File: src/rtl/dspwm_regs.svh
`ifndef DSPWM_REGS_SVH
`define DSPWM_REGS_SVH

// register byte offsets on the apb bus
`define DSPWM_CTRL_OFS      12'h000
`define DSPWM_COUNT_OFS     12'h004
`define DSPWM_CMP_A_OFS     12'h008
`define DSPWM_CMP_B_OFS     12'h00c
`define DSPWM_CAP_TOP_OFS   12'h010
`define DSPWM_FLAGS_OFS     12'h014
`define DSPWM_STATUS_OFS    12'h018
`define DSPWM_OFS_W         12

// control word: wave[3:0] mode_a[5:4] mode_b[7:6] clk_sel[10:8]
// dir_a[11] dir_b[12]
`define DSPWM_CTRL_W        13
`define DSPWM_CTRL_RST      13'h0000
// flags word: ovf[0] cmp_a[1] cmp_b[2] cap[3], write one to clear
`define DSPWM_FLAGS_W       4
// status word: up[0] out_a[1] out_b[2]
`define DSPWM_STATUS_W      3

// waveform_mode_select codes of the dual-slope modes
`define DSPWM_WAVE_PC_8     4'h1
`define DSPWM_WAVE_PC_9     4'h2
`define DSPWM_WAVE_PC_10    4'h3
`define DSPWM_WAVE_PFC_CAP  4'h8
`define DSPWM_WAVE_PFC_CMPA 4'h9
`define DSPWM_WAVE_PC_CAP   4'ha
`define DSPWM_WAVE_PC_CMPA  4'hb

// fixed tops and resolution limits
`define DSPWM_TOP_8         16'h00ff
`define DSPWM_TOP_9         16'h01ff
`define DSPWM_TOP_10        16'h03ff
`define DSPWM_TOP_MIN       16'h0003
`define DSPWM_TOP_MAX       16'hffff
`define DSPWM_BOTTOM        16'h0000

// compare_output_mode codes
`define DSPWM_COM_OFF       2'h0
`define DSPWM_COM_TOGGLE    2'h1
`define DSPWM_COM_NONINV    2'h2
`define DSPWM_COM_INV       2'h3

// prescaler select codes and divider masks
`define DSPWM_CS_STOP       3'h0
`define DSPWM_CS_DIV1       3'h1
`define DSPWM_CS_DIV8       3'h2
`define DSPWM_CS_DIV64      3'h3
`define DSPWM_CS_DIV256     3'h4
`define DSPWM_CS_DIV1024    3'h5
`define DSPWM_PRESC_W       10
`define DSPWM_MASK_DIV1     10'h000
`define DSPWM_MASK_DIV8     10'h007
`define DSPWM_MASK_DIV64    10'h03f
`define DSPWM_MASK_DIV256   10'h0ff
`define DSPWM_MASK_DIV1024  10'h3ff

`endif

File: src/rtl/dspwm_pkg.sv
`include "dspwm_regs.svh"

package dspwm_pkg;

   typedef struct packed {
      logic        psel;
      logic        penable;
      logic        pwrite;
      logic [31:0] paddr;
      logic [31:0] pwdata;
   } dspwm_apb_req_type;

   typedef struct packed {
      logic [31:0] prdata;
      logic        pready;
      logic        pslverr;
   } dspwm_apb_rsp_type;

   typedef struct packed {
      logic a_out;
      logic a_oe;
      logic b_out;
      logic b_oe;
   } dspwm_pins_type;

   typedef struct packed {
      logic       dir_b;
      logic       dir_a;
      logic [2:0] clk_sel;
      logic [1:0] mode_b;
      logic [1:0] mode_a;
      logic [3:0] wave;
   } dspwm_ctrl_type;

   typedef struct packed {
      logic cap;
      logic cmp_b;
      logic cmp_a;
      logic ovf;
   } dspwm_flags_type;

   typedef struct packed {
      dspwm_ctrl_type    ctrl;
      dspwm_flags_type   flags;
      logic [15:0]       cnt;
      logic              up;
      logic [9:0]        presc;
      logic [15:0]       buf_a;
      logic [15:0]       buf_b;
      logic [15:0]       cmp_a;
      logic [15:0]       cmp_b;
      logic [15:0]       cap_top;
      dspwm_pins_type    pins;
      dspwm_apb_rsp_type rsp;
   } dspwm_state_type;

endpackage

File: src/rtl/dspwm_timer.sv
// Behaviour
// - fixed TOP modes mask compare bits above resolution on write
// - phase correct mode loads compare buffers at TOP
// - output mode 10 gives non-inverted, 11 inverted dual-slope PWM
// - pin shows waveform only when its direction bit selects output
// - match counting up sets or clears; counting down does the opposite
// - timer clock is I/O clock over 1, 8, 64, 256 or 1024
// - non-inverted compare at BOTTOM gives constant low, at TOP constant high; inverted gives the opposite
// - phase correct mode 11 with channel A mode 01 toggles A
// - modes 8 and 9 are frequency correct, TOP from capture or A
// - counter runs up from 0x0000 to TOP then back down
// - non-inverting clears on up match, sets on down match
// - TOP lies between 0x0003 and the 16-bit maximum
// - count holds TOP for one timer clock then turns down
// - compare flag sets when counter equals active compare value
// - frequency correct mode sets overflow at BOTTOM with buffer load
// - TOP from A or capture sets that flag when counter hits TOP
// - frequency correct mode loads buffers at BOTTOM, slopes symmetric
// - frequency correct mode 9 with channel A mode 01 toggles A
// - capture TOP register is unbuffered, writes act at once
// - phase correct modes are 1, 2, 3, 10 and 11
// - modes 1-3 use 0x00FF, 0x01FF, 0x03FF; 10 capture, 11 A
// - phase correct sets overflow at BOTTOM, loads buffers at TOP
//
// The register addresses and the APB interface to the registers are this design's own decisions.
`timescale 1ns/1ns
`include "dspwm_regs.svh"
`default_nettype none

module dspwm_timer (
   // clock and reset
   input  wire logic                         core_clk,
   input  wire logic                         rst,
   // apb slave
   input  wire dspwm_pkg::dspwm_apb_req_type apb_req,
   output var  dspwm_pkg::dspwm_apb_rsp_type apb_rsp,
   // compare output pins
   output var  dspwm_pkg::dspwm_pins_type    pins
);

   dspwm_pkg::dspwm_state_type st_q;
   dspwm_pkg::dspwm_state_type st_d;

   logic        tick;
   logic        dual;
   logic        pc_mode;
   logic        pfc_mode;
   logic [15:0] top;
   logic        at_top;
   logic        at_bot;
   logic        up_act;
   logic        match_a;
   logic        match_b;
   logic        toggle_ok;
   logic        setup;
   logic        access;
   logic        wr;
   logic [11:0] ofs;

   function automatic logic is_pc(input logic [3:0] w);
      is_pc = (w == `DSPWM_WAVE_PC_8) || (w == `DSPWM_WAVE_PC_9) ||
              (w == `DSPWM_WAVE_PC_10) || (w == `DSPWM_WAVE_PC_CAP) ||
              (w == `DSPWM_WAVE_PC_CMPA);
   endfunction

   function automatic logic is_pfc(input logic [3:0] w);
      is_pfc = (w == `DSPWM_WAVE_PFC_CAP) ||
               (w == `DSPWM_WAVE_PFC_CMPA);
   endfunction

   function automatic logic top_is_cap(input logic [3:0] w);
      top_is_cap = (w == `DSPWM_WAVE_PFC_CAP) || (w == `DSPWM_WAVE_PC_CAP);
   endfunction

   function automatic logic top_is_cmpa(input logic [3:0] w);
      top_is_cmpa = (w == `DSPWM_WAVE_PFC_CMPA) ||
                    (w == `DSPWM_WAVE_PC_CMPA);
   endfunction

   // all-ones mask of the active resolution, full width when not fixed
   function automatic logic [15:0] fixed_mask(input logic [3:0] w);
      unique case (w)
         `DSPWM_WAVE_PC_8:  fixed_mask = `DSPWM_TOP_8;
         `DSPWM_WAVE_PC_9:  fixed_mask = `DSPWM_TOP_9;
         `DSPWM_WAVE_PC_10: fixed_mask = `DSPWM_TOP_10;
         default:           fixed_mask = `DSPWM_TOP_MAX;
      endcase
   endfunction

   function automatic logic [9:0] presc_mask(input logic [2:0] cs);
      unique case (cs)
         `DSPWM_CS_DIV8:    presc_mask = `DSPWM_MASK_DIV8;
         `DSPWM_CS_DIV64:   presc_mask = `DSPWM_MASK_DIV64;
         `DSPWM_CS_DIV256:  presc_mask = `DSPWM_MASK_DIV256;
         `DSPWM_CS_DIV1024: presc_mask = `DSPWM_MASK_DIV1024;
         default:           presc_mask = `DSPWM_MASK_DIV1;
      endcase
   endfunction

   // next compare output level on one channel
   function automatic logic next_out(input logic       cur,
                                     input logic [1:0] mode,
                                     input logic       match,
                                     input logic       up_dir,
                                     input logic       tgl);
      next_out = cur;
      if (match) begin
         unique case (mode)
            `DSPWM_COM_TOGGLE: next_out = tgl ? ~cur : cur;
            `DSPWM_COM_NONINV: next_out = ~up_dir;
            `DSPWM_COM_INV:    next_out = up_dir;
            default:           next_out = cur;
         endcase
      end
   endfunction

   function automatic logic connected(input logic [1:0] mode,
                                      input logic       tgl);
      connected = (mode == `DSPWM_COM_NONINV) ||
                  (mode == `DSPWM_COM_INV) ||
                  ((mode == `DSPWM_COM_TOGGLE) && tgl);
   endfunction

   // stopped select never ticks; /1 ticks every cycle
   assign tick = (st_q.ctrl.clk_sel != `DSPWM_CS_STOP) &&
                 ((st_q.presc & presc_mask(st_q.ctrl.clk_sel)) ==
                  presc_mask(st_q.ctrl.clk_sel));

   assign pc_mode   = is_pc(st_q.ctrl.wave);
   assign pfc_mode  = is_pfc(st_q.ctrl.wave);
   assign dual      = pc_mode || pfc_mode;
   assign toggle_ok = top_is_cmpa(st_q.ctrl.wave);

   // register tops below two bits are raised to the minimum
   always_comb begin
      top = fixed_mask(st_q.ctrl.wave);
      if (top_is_cap(st_q.ctrl.wave)) begin
         top = st_q.cap_top;
      end else if (top_is_cmpa(st_q.ctrl.wave)) begin
         top = st_q.cmp_a;
      end
      if (top < `DSPWM_TOP_MIN) begin
         top = `DSPWM_TOP_MIN;
      end
   end

   assign at_top  = (st_q.cnt == top);
   assign at_bot  = (st_q.cnt == `DSPWM_BOTTOM);
   // match at TOP acts as down match and at BOTTOM as up match, which
   // makes non-inverted compare == TOP steady high and compare == BOTTOM steady low
   assign up_act  = at_top ? 1'b0 : (at_bot ? 1'b1 : st_q.up);
   assign match_a = tick && dual && (st_q.cnt == st_q.cmp_a);
   assign match_b = tick && dual && (st_q.cnt == st_q.cmp_b);

   assign setup  = apb_req.psel && !apb_req.penable;
   assign access = apb_req.psel && apb_req.penable && st_q.rsp.pready;
   assign wr     = access && apb_req.pwrite && !st_q.rsp.pslverr;
   assign ofs    = apb_req.paddr[11:0];

   always_comb begin
      st_d = st_q;

      if (st_q.ctrl.clk_sel == `DSPWM_CS_STOP) begin
         st_d.presc = '0;
      end else begin
         st_d.presc = st_q.presc + 10'h001;
      end

      if (!dual) begin
         // other waveform modes are not built here: counter parks
         st_d.cnt = `DSPWM_BOTTOM;
         st_d.up  = 1'b1;
      end else if (tick) begin
         if (st_q.up) begin
            if (at_top) begin
               st_d.cnt = top - 16'h0001;
               st_d.up  = 1'b0;
            end else begin
               st_d.cnt = st_q.cnt + 16'h0001;
            end
         end else if (at_bot) begin
            st_d.cnt = st_q.cnt + 16'h0001;
            st_d.up  = 1'b1;
         end else begin
            st_d.cnt = st_q.cnt - 16'h0001;
         end

         if ((pc_mode && at_top) || (pfc_mode && at_bot)) begin
            st_d.cmp_a = st_q.buf_a;
            st_d.cmp_b = st_q.buf_b;
         end
      end

      st_d.pins.a_out = next_out(st_q.pins.a_out, st_q.ctrl.mode_a,
                                 match_a, up_act, toggle_ok);
      st_d.pins.b_out = next_out(st_q.pins.b_out, st_q.ctrl.mode_b,
                                 match_b, up_act, 1'b0);
      st_d.pins.a_oe  = st_q.ctrl.dir_a &&
                        connected(st_q.ctrl.mode_a, toggle_ok);
      st_d.pins.b_oe  = st_q.ctrl.dir_b &&
                        connected(st_q.ctrl.mode_b, 1'b0);

      // write one to clear; a set in the same cycle wins
      if (wr && (ofs == `DSPWM_FLAGS_OFS)) begin
         st_d.flags = st_q.flags &
                      ~apb_req.pwdata[`DSPWM_FLAGS_W-1:0];
      end
      if (tick && dual && at_bot) begin
         st_d.flags.ovf = 1'b1;
      end
      if (match_a || (tick && dual && at_top && toggle_ok)) begin
         st_d.flags.cmp_a = 1'b1;
      end
      if (match_b) begin
         st_d.flags.cmp_b = 1'b1;
      end
      if (tick && dual && at_top && top_is_cap(st_q.ctrl.wave)) begin
         st_d.flags.cap = 1'b1;
      end

      if (wr) begin
         unique case (ofs)
            `DSPWM_CTRL_OFS:
               st_d.ctrl = apb_req.pwdata[`DSPWM_CTRL_W-1:0];
            `DSPWM_CMP_A_OFS:
               st_d.buf_a = apb_req.pwdata[15:0] &
                            fixed_mask(st_q.ctrl.wave);
            `DSPWM_CMP_B_OFS:
               st_d.buf_b = apb_req.pwdata[15:0] &
                            fixed_mask(st_q.ctrl.wave);
            `DSPWM_CAP_TOP_OFS:
               st_d.cap_top = apb_req.pwdata[15:0];
            default: ;
         endcase
      end

      // answer is prepared in setup and shown through the access phase
      st_d.rsp.pready  = setup;
      st_d.rsp.pslverr = 1'b0;
      st_d.rsp.prdata  = '0;
      if (setup) begin
         unique case (ofs)
            `DSPWM_CTRL_OFS:    st_d.rsp.prdata = {19'h0, st_q.ctrl};
            `DSPWM_COUNT_OFS:   st_d.rsp.prdata = {16'h0, st_q.cnt};
            `DSPWM_CMP_A_OFS:   st_d.rsp.prdata = {16'h0, st_q.buf_a};
            `DSPWM_CMP_B_OFS:   st_d.rsp.prdata = {16'h0, st_q.buf_b};
            `DSPWM_CAP_TOP_OFS: st_d.rsp.prdata = {16'h0, st_q.cap_top};
            `DSPWM_FLAGS_OFS:   st_d.rsp.prdata = {28'h0, st_q.flags};
            `DSPWM_STATUS_OFS:
               st_d.rsp.prdata = {29'h0, st_q.pins.b_out,
                                  st_q.pins.a_out, st_q.up};
            default:            st_d.rsp.pslverr = 1'b1;
         endcase
      end
   end

   always_ff @(posedge core_clk) begin
      if (rst) begin
         st_q      <= '0;
         st_q.up   <= 1'b1;
         st_q.ctrl <= `DSPWM_CTRL_RST;
      end else begin
         st_q <= st_d;
      end
   end

   assign apb_rsp = st_q.rsp;
   assign pins    = st_q.pins;
endmodule

`default_nettype wire

File: config.mk
export PLATFORM = sky130hd
export DESIGN_NAME = dspwm_timer
export DESIGN_NICKNAME = d
export VERILOG_FILES = /design/src/rtl/dspwm_pkg.sv /design/src/rtl/dspwm_timer.sv
export VERILOG_INCLUDE_DIRS = /design/src /design/src/rtl
export SDC_FILE = /design/constraint.sdc
export NUM_CORES = 1
export LEC_CHECK = 0
export ABC_AREA = 1
export ABC_CLOCK_PERIOD_IN_PS = 4490
export BUFFER_PORTS_ARGS = -buffer_cell sky130_fd_sc_hd__buf_4
export CORE_MARGIN = 8
export CORE_UTILIZATION = 30
export DETAILED_ROUTE_END_ITERATION = 8
export PLACE_DENSITY = 0.48
export SLEW_MARGIN = 25
export SYNTH_ARGS = -nofsm -noshare
export SYNTH_HDL_FRONTEND = slang
export SYNTH_SLANG_ARGS = --single-unit
File: constraint.sdc
create_clock -name core_clk -period 4.49 [get_ports core_clk]
set_input_delay 0.2245 -clock core_clk [delete_from_list [all_inputs] [get_ports core_clk]]
set_output_delay 0.2245 -clock core_clk [all_outputs]
set_load 0.01 [all_outputs]
**Word-level counts from Yosys, hierarchy flattened**

Cells that the tools add are included.

- Bits in registers: 162
- Output and inout port bits: 38

- $add $sub $neg: 4
- $lt $le $gt $ge: 1
- Equality and inequality tests: 27
- Multiplexer cells: 26
- Bitwise gates (word level): 9
- Reduce and logical (&&, ||, !) cells: 55

Operator list:

| kind | number |
|---|---|
| 16-bit 2-to-1 mux | 9 |
| 16-bit one-hot mux with 7 select lines | 1 |
| 16-bit equality test | 3 |
| 16-bit one-hot mux with 3 select lines | 1 |
| 10-bit one-hot mux with 4 select lines | 1 |
| 12-bit by 5-bit equality test with 1-bit output (second input constant) | 3 |
| 16-bit AND | 2 |
| 16-bit by 1-bit subtractor with 16-bit output (second input constant) | 2 |
| 12-bit by 4-bit equality test with 1-bit output (second input constant) | 2 |
| 1-bit logical AND | 19 |
| 17-bit 2-to-1 mux | 1 |
| 16-bit by 1-bit adder with 16-bit output (second input constant) | 1 |
| 4-bit equality test (second input constant) | 4 |
| 16-bit zero test | 1 |
| 16-bit by 2-bit < comparator with 1-bit output (second input constant) | 1 |
| 1-bit logical OR | 13 |
| 12-bit by 3-bit equality test with 1-bit output (second input constant) | 1 |
| 12-bit zero test | 1 |
| 10-bit by 1-bit adder with 10-bit output (second input constant) | 1 |
| 10-bit AND | 1 |
| 10-bit equality test | 1 |
| 1-bit 2-to-1 mux | 10 |
| 2-bit AND reduction | 5 |
| 2-bit nonzero test | 5 |
| 19 further kinds | 33 |

**Logic depth before layout (Yosys ltp)**

Gate-level depths: netlist of run 1.

- Depth in word-level cells: 11
- Depth in mapped cells: 22
- Gate-level depth less buffers: 20

**Worst setup path before layout of run 1**

Ideal clock, no wire load.

- Path type: register -> register
- Start point: register st_q[152] in the netlist's numbering
- End point: register st_q[54] in the netlist's numbering
- Library setup time: 113 ps
- Arrival: 2210 ps
- Required time: 4377 ps
- Path slack: 2168 ps
- Cell stages (with the launch flop): 21
- Cell sequence: dfxtp_1 > buf_6 > inv_4 > nor2_4 > buf_6 > nand3_1 > nand2_2 > inv_1 > nand2_1 > nand2_2 > nor2_2 > nand3_4 > nand3_2 > nand3_1 > nor2_1 > nand3_2 > o21bai_2 > nand2_2 > buf_6 > nor2_1 > nor2_1

- Longest elaborated chain between the ends: 10
- Elaborated cells on any way between the ends: 25
- Those cells by class: order compare (1); eq/ne (8); mux (4); reduce/logical (12)

Ends and longest elaborated chain:

| item | line | RTL |
|---|---|---|
| from (decl) | dspwm_timer.sv:41 | `dspwm_pkg::dspwm_state_type st_q;` |
| from (signal assigned) | dspwm_timer.sv:263 | `st_q <= st_d;` |
| 4-bit by 2-bit equality test with 1-bit output (tied with other cells) | dspwm_timer.sv:82 | `unique case (w)` |
| 16-bit one-hot mux with 3 select lines / 1-bit logical OR (equally long branches) | dspwm_timer.sv:82, dspwm_timer.sv:76 |  |
| 16-bit 2-to-1 mux | dspwm_timer.sv:139 | `end else if (top_is_cmpa(st_q.ctrl.wave)) begin` |
| 16-bit 2-to-1 mux | dspwm_timer.sv:137 | `if (top_is_cap(st_q.ctrl.wave)) begin` |
| 16-bit by 2-bit < comparator with 1-bit output (no source line) | -- |  |
| 16-bit 2-to-1 mux | dspwm_timer.sv:142 | `` if (top < `DSPWM_TOP_MIN) begin `` |
| 16-bit equality test | dspwm_timer.sv:147 | `assign at_top = (st_q.cnt == top);` |
| 1-bit logical AND | dspwm_timer.sv:188 | `if ((pc_mode && at_top) \|\| (pfc_mode && at_bot)) begin` |
| 1-bit logical OR | dspwm_timer.sv:188 |  |
| 3-bit AND reduction (no source line) * | -- |  |

Every way passes the cells marked *; elsewhere a longest branch is shown, timed or not.
A chain may end at the register's enable or synchronous reset.

**Worst setup path after layout of run 1**

- Start point: register st_q[152] in the netlist's numbering
- End point: register st_q[137] in the netlist's numbering

- Longest elaborated chain between the ends: 9
- Elaborated cells on any way between the ends: 26
- Those cells by class: add/sub (1); order compare (1); eq/ne (8); mux (6); bitwise (1); reduce/logical (9)

Ends and longest elaborated chain:

| item | line | RTL |
|---|---|---|
| 4-bit by 2-bit equality test with 1-bit output (tied with other cells) | dspwm_timer.sv:82 |  |
| 16-bit one-hot mux with 3 select lines / 1-bit logical OR (equally long branches) | dspwm_timer.sv:82, dspwm_timer.sv:76 |  |
| 16-bit 2-to-1 mux | dspwm_timer.sv:139 |  |
| 16-bit 2-to-1 mux | dspwm_timer.sv:137 |  |
| 16-bit by 2-bit < comparator with 1-bit output (no source line) | -- |  |
| 16-bit 2-to-1 mux | dspwm_timer.sv:142 |  |
| 16-bit by 1-bit subtractor with 16-bit output / 16-bit equality test (equally long branches) | dspwm_timer.sv:176, dspwm_timer.sv:147 |  |
| 16-bit 2-to-1 mux | dspwm_timer.sv:175 | `if (at_top) begin` |
| 17-bit 2-to-1 mux | dspwm_timer.sv:174 | `if (st_q.up) begin` |

Several ways; a longest one is shown, not always the timed one.

==> results of run 1 <==
logic make-up (layout without fill, tap and decap cells):
kind of cell    count (synthesis)  in the layout
flops                         146            146
buf+inv                       281            293
simple gates                  624            624
xor+xnor                       48             48
compound gates                251            251
other cells                     1             16
fa+ha+maj                       4              4
synthesized netlist by cell type, types with 19 or more instances:
cell type	count	share of area
buf_4	41	0.035
inv_1	162	0.069
nand3_1	108	0.061
nand2_1	236	0.10
dfxtp_1	146	0.33
clkbuf_1	37	0.016
o21ai_0	94	0.053
a21oi_1	93	0.053
nor3_1	31	0.018
nand4_1	19	0.013
xor2_1	37	0.037
nor2_1	185	0.078
area by class of cell:
type	instances	area, µm²
Fill cell	3290	19330
Multi-Input combinational cell	943	4691
Sequential cell	146	2923
Inverter	181	683.2
Timing Repair Buffer	80	603.1
Tap cell	390	488.0
Clock buffer	18	439.2
Clock inverter	14	163.9
flip-flops by register name (all words and copies together), names as in the netlist:
signal and cells:
st_q 124, apb_rsp 18, pins 4
power by group through the flow:
| stage | sequential, W | combinational (W) | clock (W) |
|---|---|---|---|
| 2_1_floorplan | 0.00132 | 0.0000433 | 0 |
| 3_3_place_gp | 0.00133 | 0.0000732 | 0 |
| 3_5_place_dp | 0.00133 | 0.0000730 | 0 |
| 4_1_cts | 0.00130 | 0.0000739 | 0.00155 |
| 5_1_grt | 0.00129 | 0.0000819 | 0.00160 |
| 6_report | 0.00130 | 0.0000742 | 0.00153 |
through the flow:
step           cell area, µm²  setup WS (ns)  std cells
4_1_cts                  9991         0.8428       1772
6_report                 9991         0.7935       1772
5_1_grt                  9991         0.5383       1772
3_3_place_gp             9375         0.8870       1739
3_5_place_dp             9378         0.8562       1739
2_1_floorplan            8904          2.168       1370
how the worst max path moves through the flow:
| stage | cells after the start | endpoint | slack, ns | start |
|---|---|---|---|---|
| 3_5_place_dp | 18 | st_q[62] | 0.86 | st_q[152] |
| 4_1_cts | 18 | st_q[62] | 0.84 | st_q[152] |
| 5_1_grt | 19 | st_q[133] | 0.54 | st_q[152] |
| 3_3_place_gp | 18 | st_q[143] | 0.89 | st_q[152] |
| 6_report | 18 | st_q[137] | 0.79 | st_q[152] |
| 2_1_floorplan | 20 | st_q[54] | 2.17 | st_q[152] |
timing repair:
| action | CTS | global route |
|---|---|---|
| endpoints found under the hold margin | 2 | 0 |
| buffers inserted | 0 | 0 |
| hold buffers | 1 | 0 |
| setup endpoints to repair | 0 | 0 |
critical path: stages (launching register included):
cell and delay (ns):
dfxtp_1 0.63, inv_4 0.08, nor2_4 0.43, nand3_1 0.15, nand2_1 0.32, nand2_1 0.14
clkinv_1 0.07, nand2_2 0.06, nor2_2 0.15, nand3_4 0.13, nand3_2 0.11, nand3_1 0.08
nor2_1 0.18, nand3_2 0.25, buf_4 0.24, clkinv_1 0.17, nand3_1 0.19, nand2_1 0.12
a21oi_1 0.06
per-layer routing:
layer / GRT usage / wire (µm) / share of wire / vias to the layer above
met5: 0 / 0 / 0 / -
met4: 0.07364 / 1045 / 0.030 / 0
met3: 0.02990 / 1958 / 0.056 / 57
met2: 0.3119 / 15740 / 0.45 / 312
met1: 0.2581 / 15920 / 0.46 / 4101
li1: - / - / - / 4396
layout by cell type, fill, tap and decap left out, drive strengths merged, types with 3 or more instances in the layout:
| master | n |
|---|---|
| nand2 | 249 |
| nor2 | 192 |
| inv | 177 |
| dfxtp | 146 |
| nand3 | 115 |
| o21ai | 100 |
| a21oi | 93 |
| buf | 79 |
| xor2 | 37 |
| nor3 | 31 |
| nand4 | 19 |
| clkbuf | 18 |
| conb | 16 |
| clkinv | 14 |
| nor4 | 13 |
| o22ai | 12 |
| xnor2 | 11 |
| a31oi | 10 |
| a221oi | 8 |
| o221ai | 7 |
| a211oi | 4 |
| ha | 4 |
| o2111ai | 3 |
| o211ai | 3 |
| a2111oi | 3 |
==> summary.md, run 1 <==
| Metric | Value |
|---|---|
| Vias in the first global route | `8572` |
| Row count | `63` |
| Final setup viols | `0` |
| Hold Path Origin | `apb_req[6]` |
| DR pass1 iterations | `5` |
| Hold Path Stages | `3` |
| Starting DRT DRC Count | `794` |
| Worst vdd ir | `0.2274 mV` |
| Die height | `187.7 µm` |
| Warnings, synthesis | `0` |
| Hold slack | `0.04547 ns` |
| CTS buffer count | `17` |
| CTS root buf | `clkbuf_16` |
| Sw frac | `0.2499` |
| Maximum buffer depth of the clock tree | `2` |
| Leakage | `4.351 nW` |
| Worst-path maximum fanout | `22` |
| R2R depth | `18` |
| Status | `complete, no violations` |
| Clk network pwr share | `0.528` |
| Max H-tree Level | `4` |
| Die ar. | `35240 µm²` |
| Gp weighted congestion | `0.8849` |
| Worst r2r src | `st_q[152]` |
| Finished Core Util | `0.3407` |
| Post-Synth Simple-Gate Area | `0.3104` |
| Post-synth EDFFs | `0` |
| Post-synth top flop | `dfxtp_1` |
| Mux contribution to synthesized area | `0` |
| Clk_skew | `0.01195 ns` |
| Total grt overflow | `0` |
| Pwr Density | `290.2 nW/µm²` |
| FMAX | `270.5 MHz` |
| Fin Setup TNS | `0 ns` |
| Routed len/inst | `19.56 µm` |
| Register bit total from synthesis | `146` |
| Ant. Diodes | `0` |
| Register area share after synthesis | `0.3304` |
| Post_cts resized | `0` |
| Layout area overhead | `12.93%` |
| Antenna violations before repair | `0` |
| Max-slew violations | `0` |
| Arr. time, crit path | `4.02 ns` |
| Worst slew pin tran | `0.9932 ns` |
| RR Endpoint | `st_q[137]` |
| Starting Density | `0.3017` |
| Reg2reg setup slack | `0.79 ns` |
| RSZ-0062 raised after global routing | `false` |
| Comb pwr share | `0.026` |
| Port bufs | `54` |
| Relative slew slack | `0.3369` |
| Synthesized cell area | `8847 µm²` |
| Design Power | `0.002899 W` |
| Global-route wire length before repair | `52560 µm` |
| Required time at the worst-slack endpoint | `4.81 ns` |
| Drt via density | `5.003` |
| Adder-Cell Fraction of Synth Area | `0.005657` |
| Core area | `29320 µm²` |
| Part of the power in registers | `0.447` |
| Fraction of registers with async set/reset | `0` |
| Tmin final | `3.697 ns` |
| Main combinational cell family by area after synthesis | `simple AND/OR/NAND/NOR gates` |
| Residual DRC | `0` |
| Final hold violation count | `0` |
| Min-Delay Path Class | `input port to register` |
| Synth cell types | `49` |
| Nets | `1442` |
| Via count | `8866` |
| TritonCTS clock tree | `built` |
| Share of cells above drive strength 1 | `0.1085` |
| Startpoint class of the critical path | `register` |
| Die width | `187.7 µm` |
| Period utilization | `0.8233` |
| Crit Path Category | `register to register` |
| XOR/XNOR Fraction of Synth Area | `0.04752` |
| DRT antenna net count | `0` |
| Max-cap check violation count | `0` |
| Clock transition at path regs | `0.07 ns` |
| Final HPWL from detailed placement | `25700 µm` |
| Pin count of the biggest net entering global routing | `63` |
| Int Pwr | `0.002175 W` |
| Critical Path End Type | `register` |
| WHS Endpoint | `st_q[92]` |
| Total global-route track usage | `0.1940` |
| Clock Sinks | `146` |
| Net Switching | `0.0007245 W` |
| WL final | `34660 µm` |
| # IOs | `107` |
| Mean Syn Cell Area | `6.529 µm²` |
| Complex-gate fraction of the synthesized area | `0.1595` |
| Worst skew pair latency | `0.44 ns` |
| Cells after synthesis | `1355` |
Power figures use the tool's default switching activity.
==> inputs of run 2 (changes only) <==
--- a/config.mk
+++ b/config.mk
@@ -7,7 +7,7 @@
 export NUM_CORES = 1
 export LEC_CHECK = 0
 export ABC_AREA = 1
-export ABC_CLOCK_PERIOD_IN_PS = 4490
+export ABC_CLOCK_PERIOD_IN_PS = 3740
 export BUFFER_PORTS_ARGS = -buffer_cell sky130_fd_sc_hd__buf_4
 export CORE_MARGIN = 8
 export CORE_UTILIZATION = 30
==> constraint.sdc (replaced) <==
create_clock -name core_clk -period 3.74 [get_ports core_clk]
set_input_delay 0.187 -clock core_clk [delete_from_list [all_inputs] [get_ports core_clk]]
set_output_delay 0.187 -clock core_clk [all_outputs]
set_load 0.01 [all_outputs]
==> run 2 against run 1 <==
- routed wire length grew 0.98%
- clock skew rose by 0.0053 ns
- register-to-register slack worse by 0.34 ns
- combinational power grew 22%
- largest cell class unchanged
- first-iteration DRC count decreased by 0.13%
- critical path depth rose by 1
- cell count is 0.96% higher
==> summary.md, run 2 (synthesized netlist as in run 1, its figures left out) <==
| Metric | Value |
|---|---|
| Global-route wire length before repair | `53330 µm (+1.5%)` |
| Fin Setup TNS | `0 ns (unchanged)` |
| Share of cells above drive strength 1 | `0.1179 (+0.009403)` |
| Design Power | `0.003420 W (+18%)` |
| Drt via density | `5.069 (+1.3%)` |
| Residual DRC | `0 (unchanged)` |
| Worst-path maximum fanout | `32 (+45%)` |
| Fill cells | `3225 (-2.0%)` |
| Clk network pwr share | `0.519 (-0.009)` |
| Sw frac | `0.2700 (+0.02011)` |
| Comb pwr share | `0.026 (about the same)` |
| Starting DRT DRC Count | `793 (-0.13%)` |
| Final HPWL from detailed placement | `26270 µm (+2.2%)` |
| CP max-delay cell | `dfxtp_1` |
| Die width | `187.7 µm (unchanged)` |
| DR pass1 iterations | `5 (unchanged)` |
| WL final | `35000 µm (+0.98%)` |
| Status | `complete, no violations` |
| Gp weighted congestion | `0.9502 (+7.4%)` |
| DRT antenna net count | `0 (unchanged)` |
| Design area | `10130 µm² (+1.4%)` |
| Placed cells | `1755 (+0.92%)` |
| Leading cell type in the layout, fill and taps excluded | `nand2_1` |
| Buffer count from post-CTS setup fixing | `0 (unchanged)` |
| Max-cap check violation count | `0 (unchanged)` |
| Max-slew violations | `0 (unchanged)` |
| CTS Hold Bufs | `2 (+1)` |
| Critical Path End Type | `register` |
| CTS buffer count | `17 (unchanged)` |
| Max H-tree Level | `4 (unchanged)` |
| Arr. time, crit path | `3.60 ns (-0.42 ns)` |
| Biggest register | `st_q` |
| WL met2 | `16010 µm (+1.7%)` |
| Pin count of the biggest net entering global routing | `90 (+43%)` |
| Post-Layout Cell Count | `1789 (+0.96%)` |
| Post_cts resized | `0 (unchanged)` |
| Total global-route track usage | `0.1957 (+0.001759)` |
| Tmin final | `3.283 ns (-0.4136 ns)` |
| Relative slew slack | `0.3983 (+0.06138)` |
| Startpoint class of the critical path | `register` |
| Die ar. | `35240 µm² (unchanged)` |
| Part of the power in registers | `0.454 (+0.007)` |
| Leakage | `4.443 nW (+2.1%)` |
| TritonCTS clock tree | `built` |
| # IOs | `107 (unchanged)` |
| Clock Sinks | `146 (unchanged)` |
| Die height | `187.7 µm (unchanged)` |
| Critical Path Max Stage Delay | `0.61 ns (-0.02 ns)` |
| Worst vdd ir | `0.3173 mV (+40%)` |
| Commonest cells after routing, fill and taps aside | `236 x nand2_1, 185 x nor2_1, 162 x inv_1` |
| Worst Path Buf+Inv | `4 (unchanged)` |
| Port bufs | `54 (unchanged)` |
| Nets | `1459 (+1.2%)` |
| Min-Delay Path Class | `input port to register` |
| Ant. Diodes | `0 (unchanged)` |
| Int Pwr | `0.002497 W (+15%)` |
| Met3 WL | `2058 µm (+5.1%)` |
| Final setup viols | `0 (unchanged)` |
| Clk_skew | `0.01729 ns (+0.005343 ns)` |
| Row count | `63 (unchanged)` |
| RSZ-0062 raised after global routing | `false` |
| Vias in the first global route | `8620 (+0.56%)` |
| Pwr Density | `337.5 nW/µm² (+16%)` |
| Period utilization | `0.8778 (+0.05451)` |
| Routed len/inst | `19.57 µm (about the same)` |
| CTS root buf | `clkbuf_16` |
| Crit Path Category | `register to register` |
| Total grt overflow | `0 (unchanged)` |
| Required time at the worst-slack endpoint | `4.06 ns (-0.75 ns)` |
| Uppermost layer routed | `met4` |
| Net Switching | `0.0009233 W (+27%)` |
| Maximum buffer depth of the clock tree | `2 (unchanged)` |
| Worst skew pair latency | `0.43 ns (about the same)` |
| Antenna violations before repair | `0 (unchanged)` |
| FMAX | `304.6 MHz (+13%)` |
| Layout area overhead | `14.54%` |
| Core area | `29320 µm² (unchanged)` |
| Worst slew pin tran | `0.9026 ns (-0.09062 ns)` |
| Clock transition at path regs | `0.08 ns (about the same)` |
| Sequence of cells on the critical path | `inv_4, nor2_4, nand3_1, nand2_2, nand2_1, clkinv_1, nand2_2, nor2_2, nand3_4, nand3_2, nand3_1, nor2_1, nand3_2, o21bai_2, nand2_2, buf_12, nor2_1, buf_4, nor2_1` |
| WL met1 | `15880 µm (-0.26%)` |
| Largest register FFs | `124 (unchanged)` |
| CP top delay family | `simple AND/OR/NAND/NOR gates` |
| Starting Density | `0.3017 (unchanged)` |
| Final hold violation count | `0 (unchanged)` |
| Post-DP Area | `9508 µm² (+1.4%)` |
| Via count | `9068 (+2.3%)` |
run 2: cell types whose count changed in the layout (fill, tap and decap cells not counted), moves of 2 or more:
cell / previous run / this run
inv_8: 2 / 5
buf_4: 79 / 94
bufinv_16: 2 / 0
inv_6: 6 / 2
clkinv_8: 0 / 4
run 2: cell type report:
class	count	area (µm²)	area share
clock buffer	17	425.4	0.04198
clock inverter	15	180.2	0.01778
inverter	181	683.2	0.06742
multi-input combinational	943	4688	0.4626
sequential	146	2923	0.2884
tap	390	488.0	0.04815
timing repair buffer	97	745.7	0.07359
run 2: worst min-delay path: cells and delay by family:
| kind | cells | cell delay (ns) |
|---|---|---|
| buf+inv | 2 | 0.17 |
| simple gates | 1 | 0.05 |
run 2: final timing paths:
check	start	end	slack (ns)	depth (start not counted)
max	st_q[152]	st_q[78]	0.46	19
min reg2reg	st_q[118]	st_q[118]	0.45	1
min	apb_req[66]	apb_rsp[0]	0.009	3
max reg2reg	st_q[152]	st_q[78]	0.46	19
run 2: metal layers:
layer  up-vias  global-route usage
met3        53             0.02619
met2       336              0.3197
met1      4248              0.2599
met4         0             0.07121
met5         -                   0
li1       4431                   -
run 2: through the flow:
| stage | utilization | hold slack, ns | worst slack (ns) |
|---|---|---|---|
| after floorplan | - | 0.2657 | 1.418 |
| after global placement | 0.3242 | 0.3794 | 0.5680 |
| after detailed placement | 0.3242 | 0.3800 | 0.5409 |
| after CTS | 0.3456 | 0.001522 | 0.5146 |
| after global routing | 0.3456 | 0.01105 | 0.1564 |
| final | 0.3456 | 0.008566 | 0.4571 |
run 2: power groups by stage:
| stage | Clock [W] | Sequential [W] | Combinational [W] |
|---|---|---|---|
| final | 0.00177 | 0.00155 | 0.0000906 |
| after CTS | 0.00181 | 0.00155 | 0.0000905 |
| after global routing | 0.00188 | 0.00155 | 0.0000993 |
| after detailed placement | 0 | 0.00159 | 0.0000890 |
| after floorplan | 0 | 0.00159 | 0.0000519 |
| after global placement | 0 | 0.00159 | 0.0000882 |
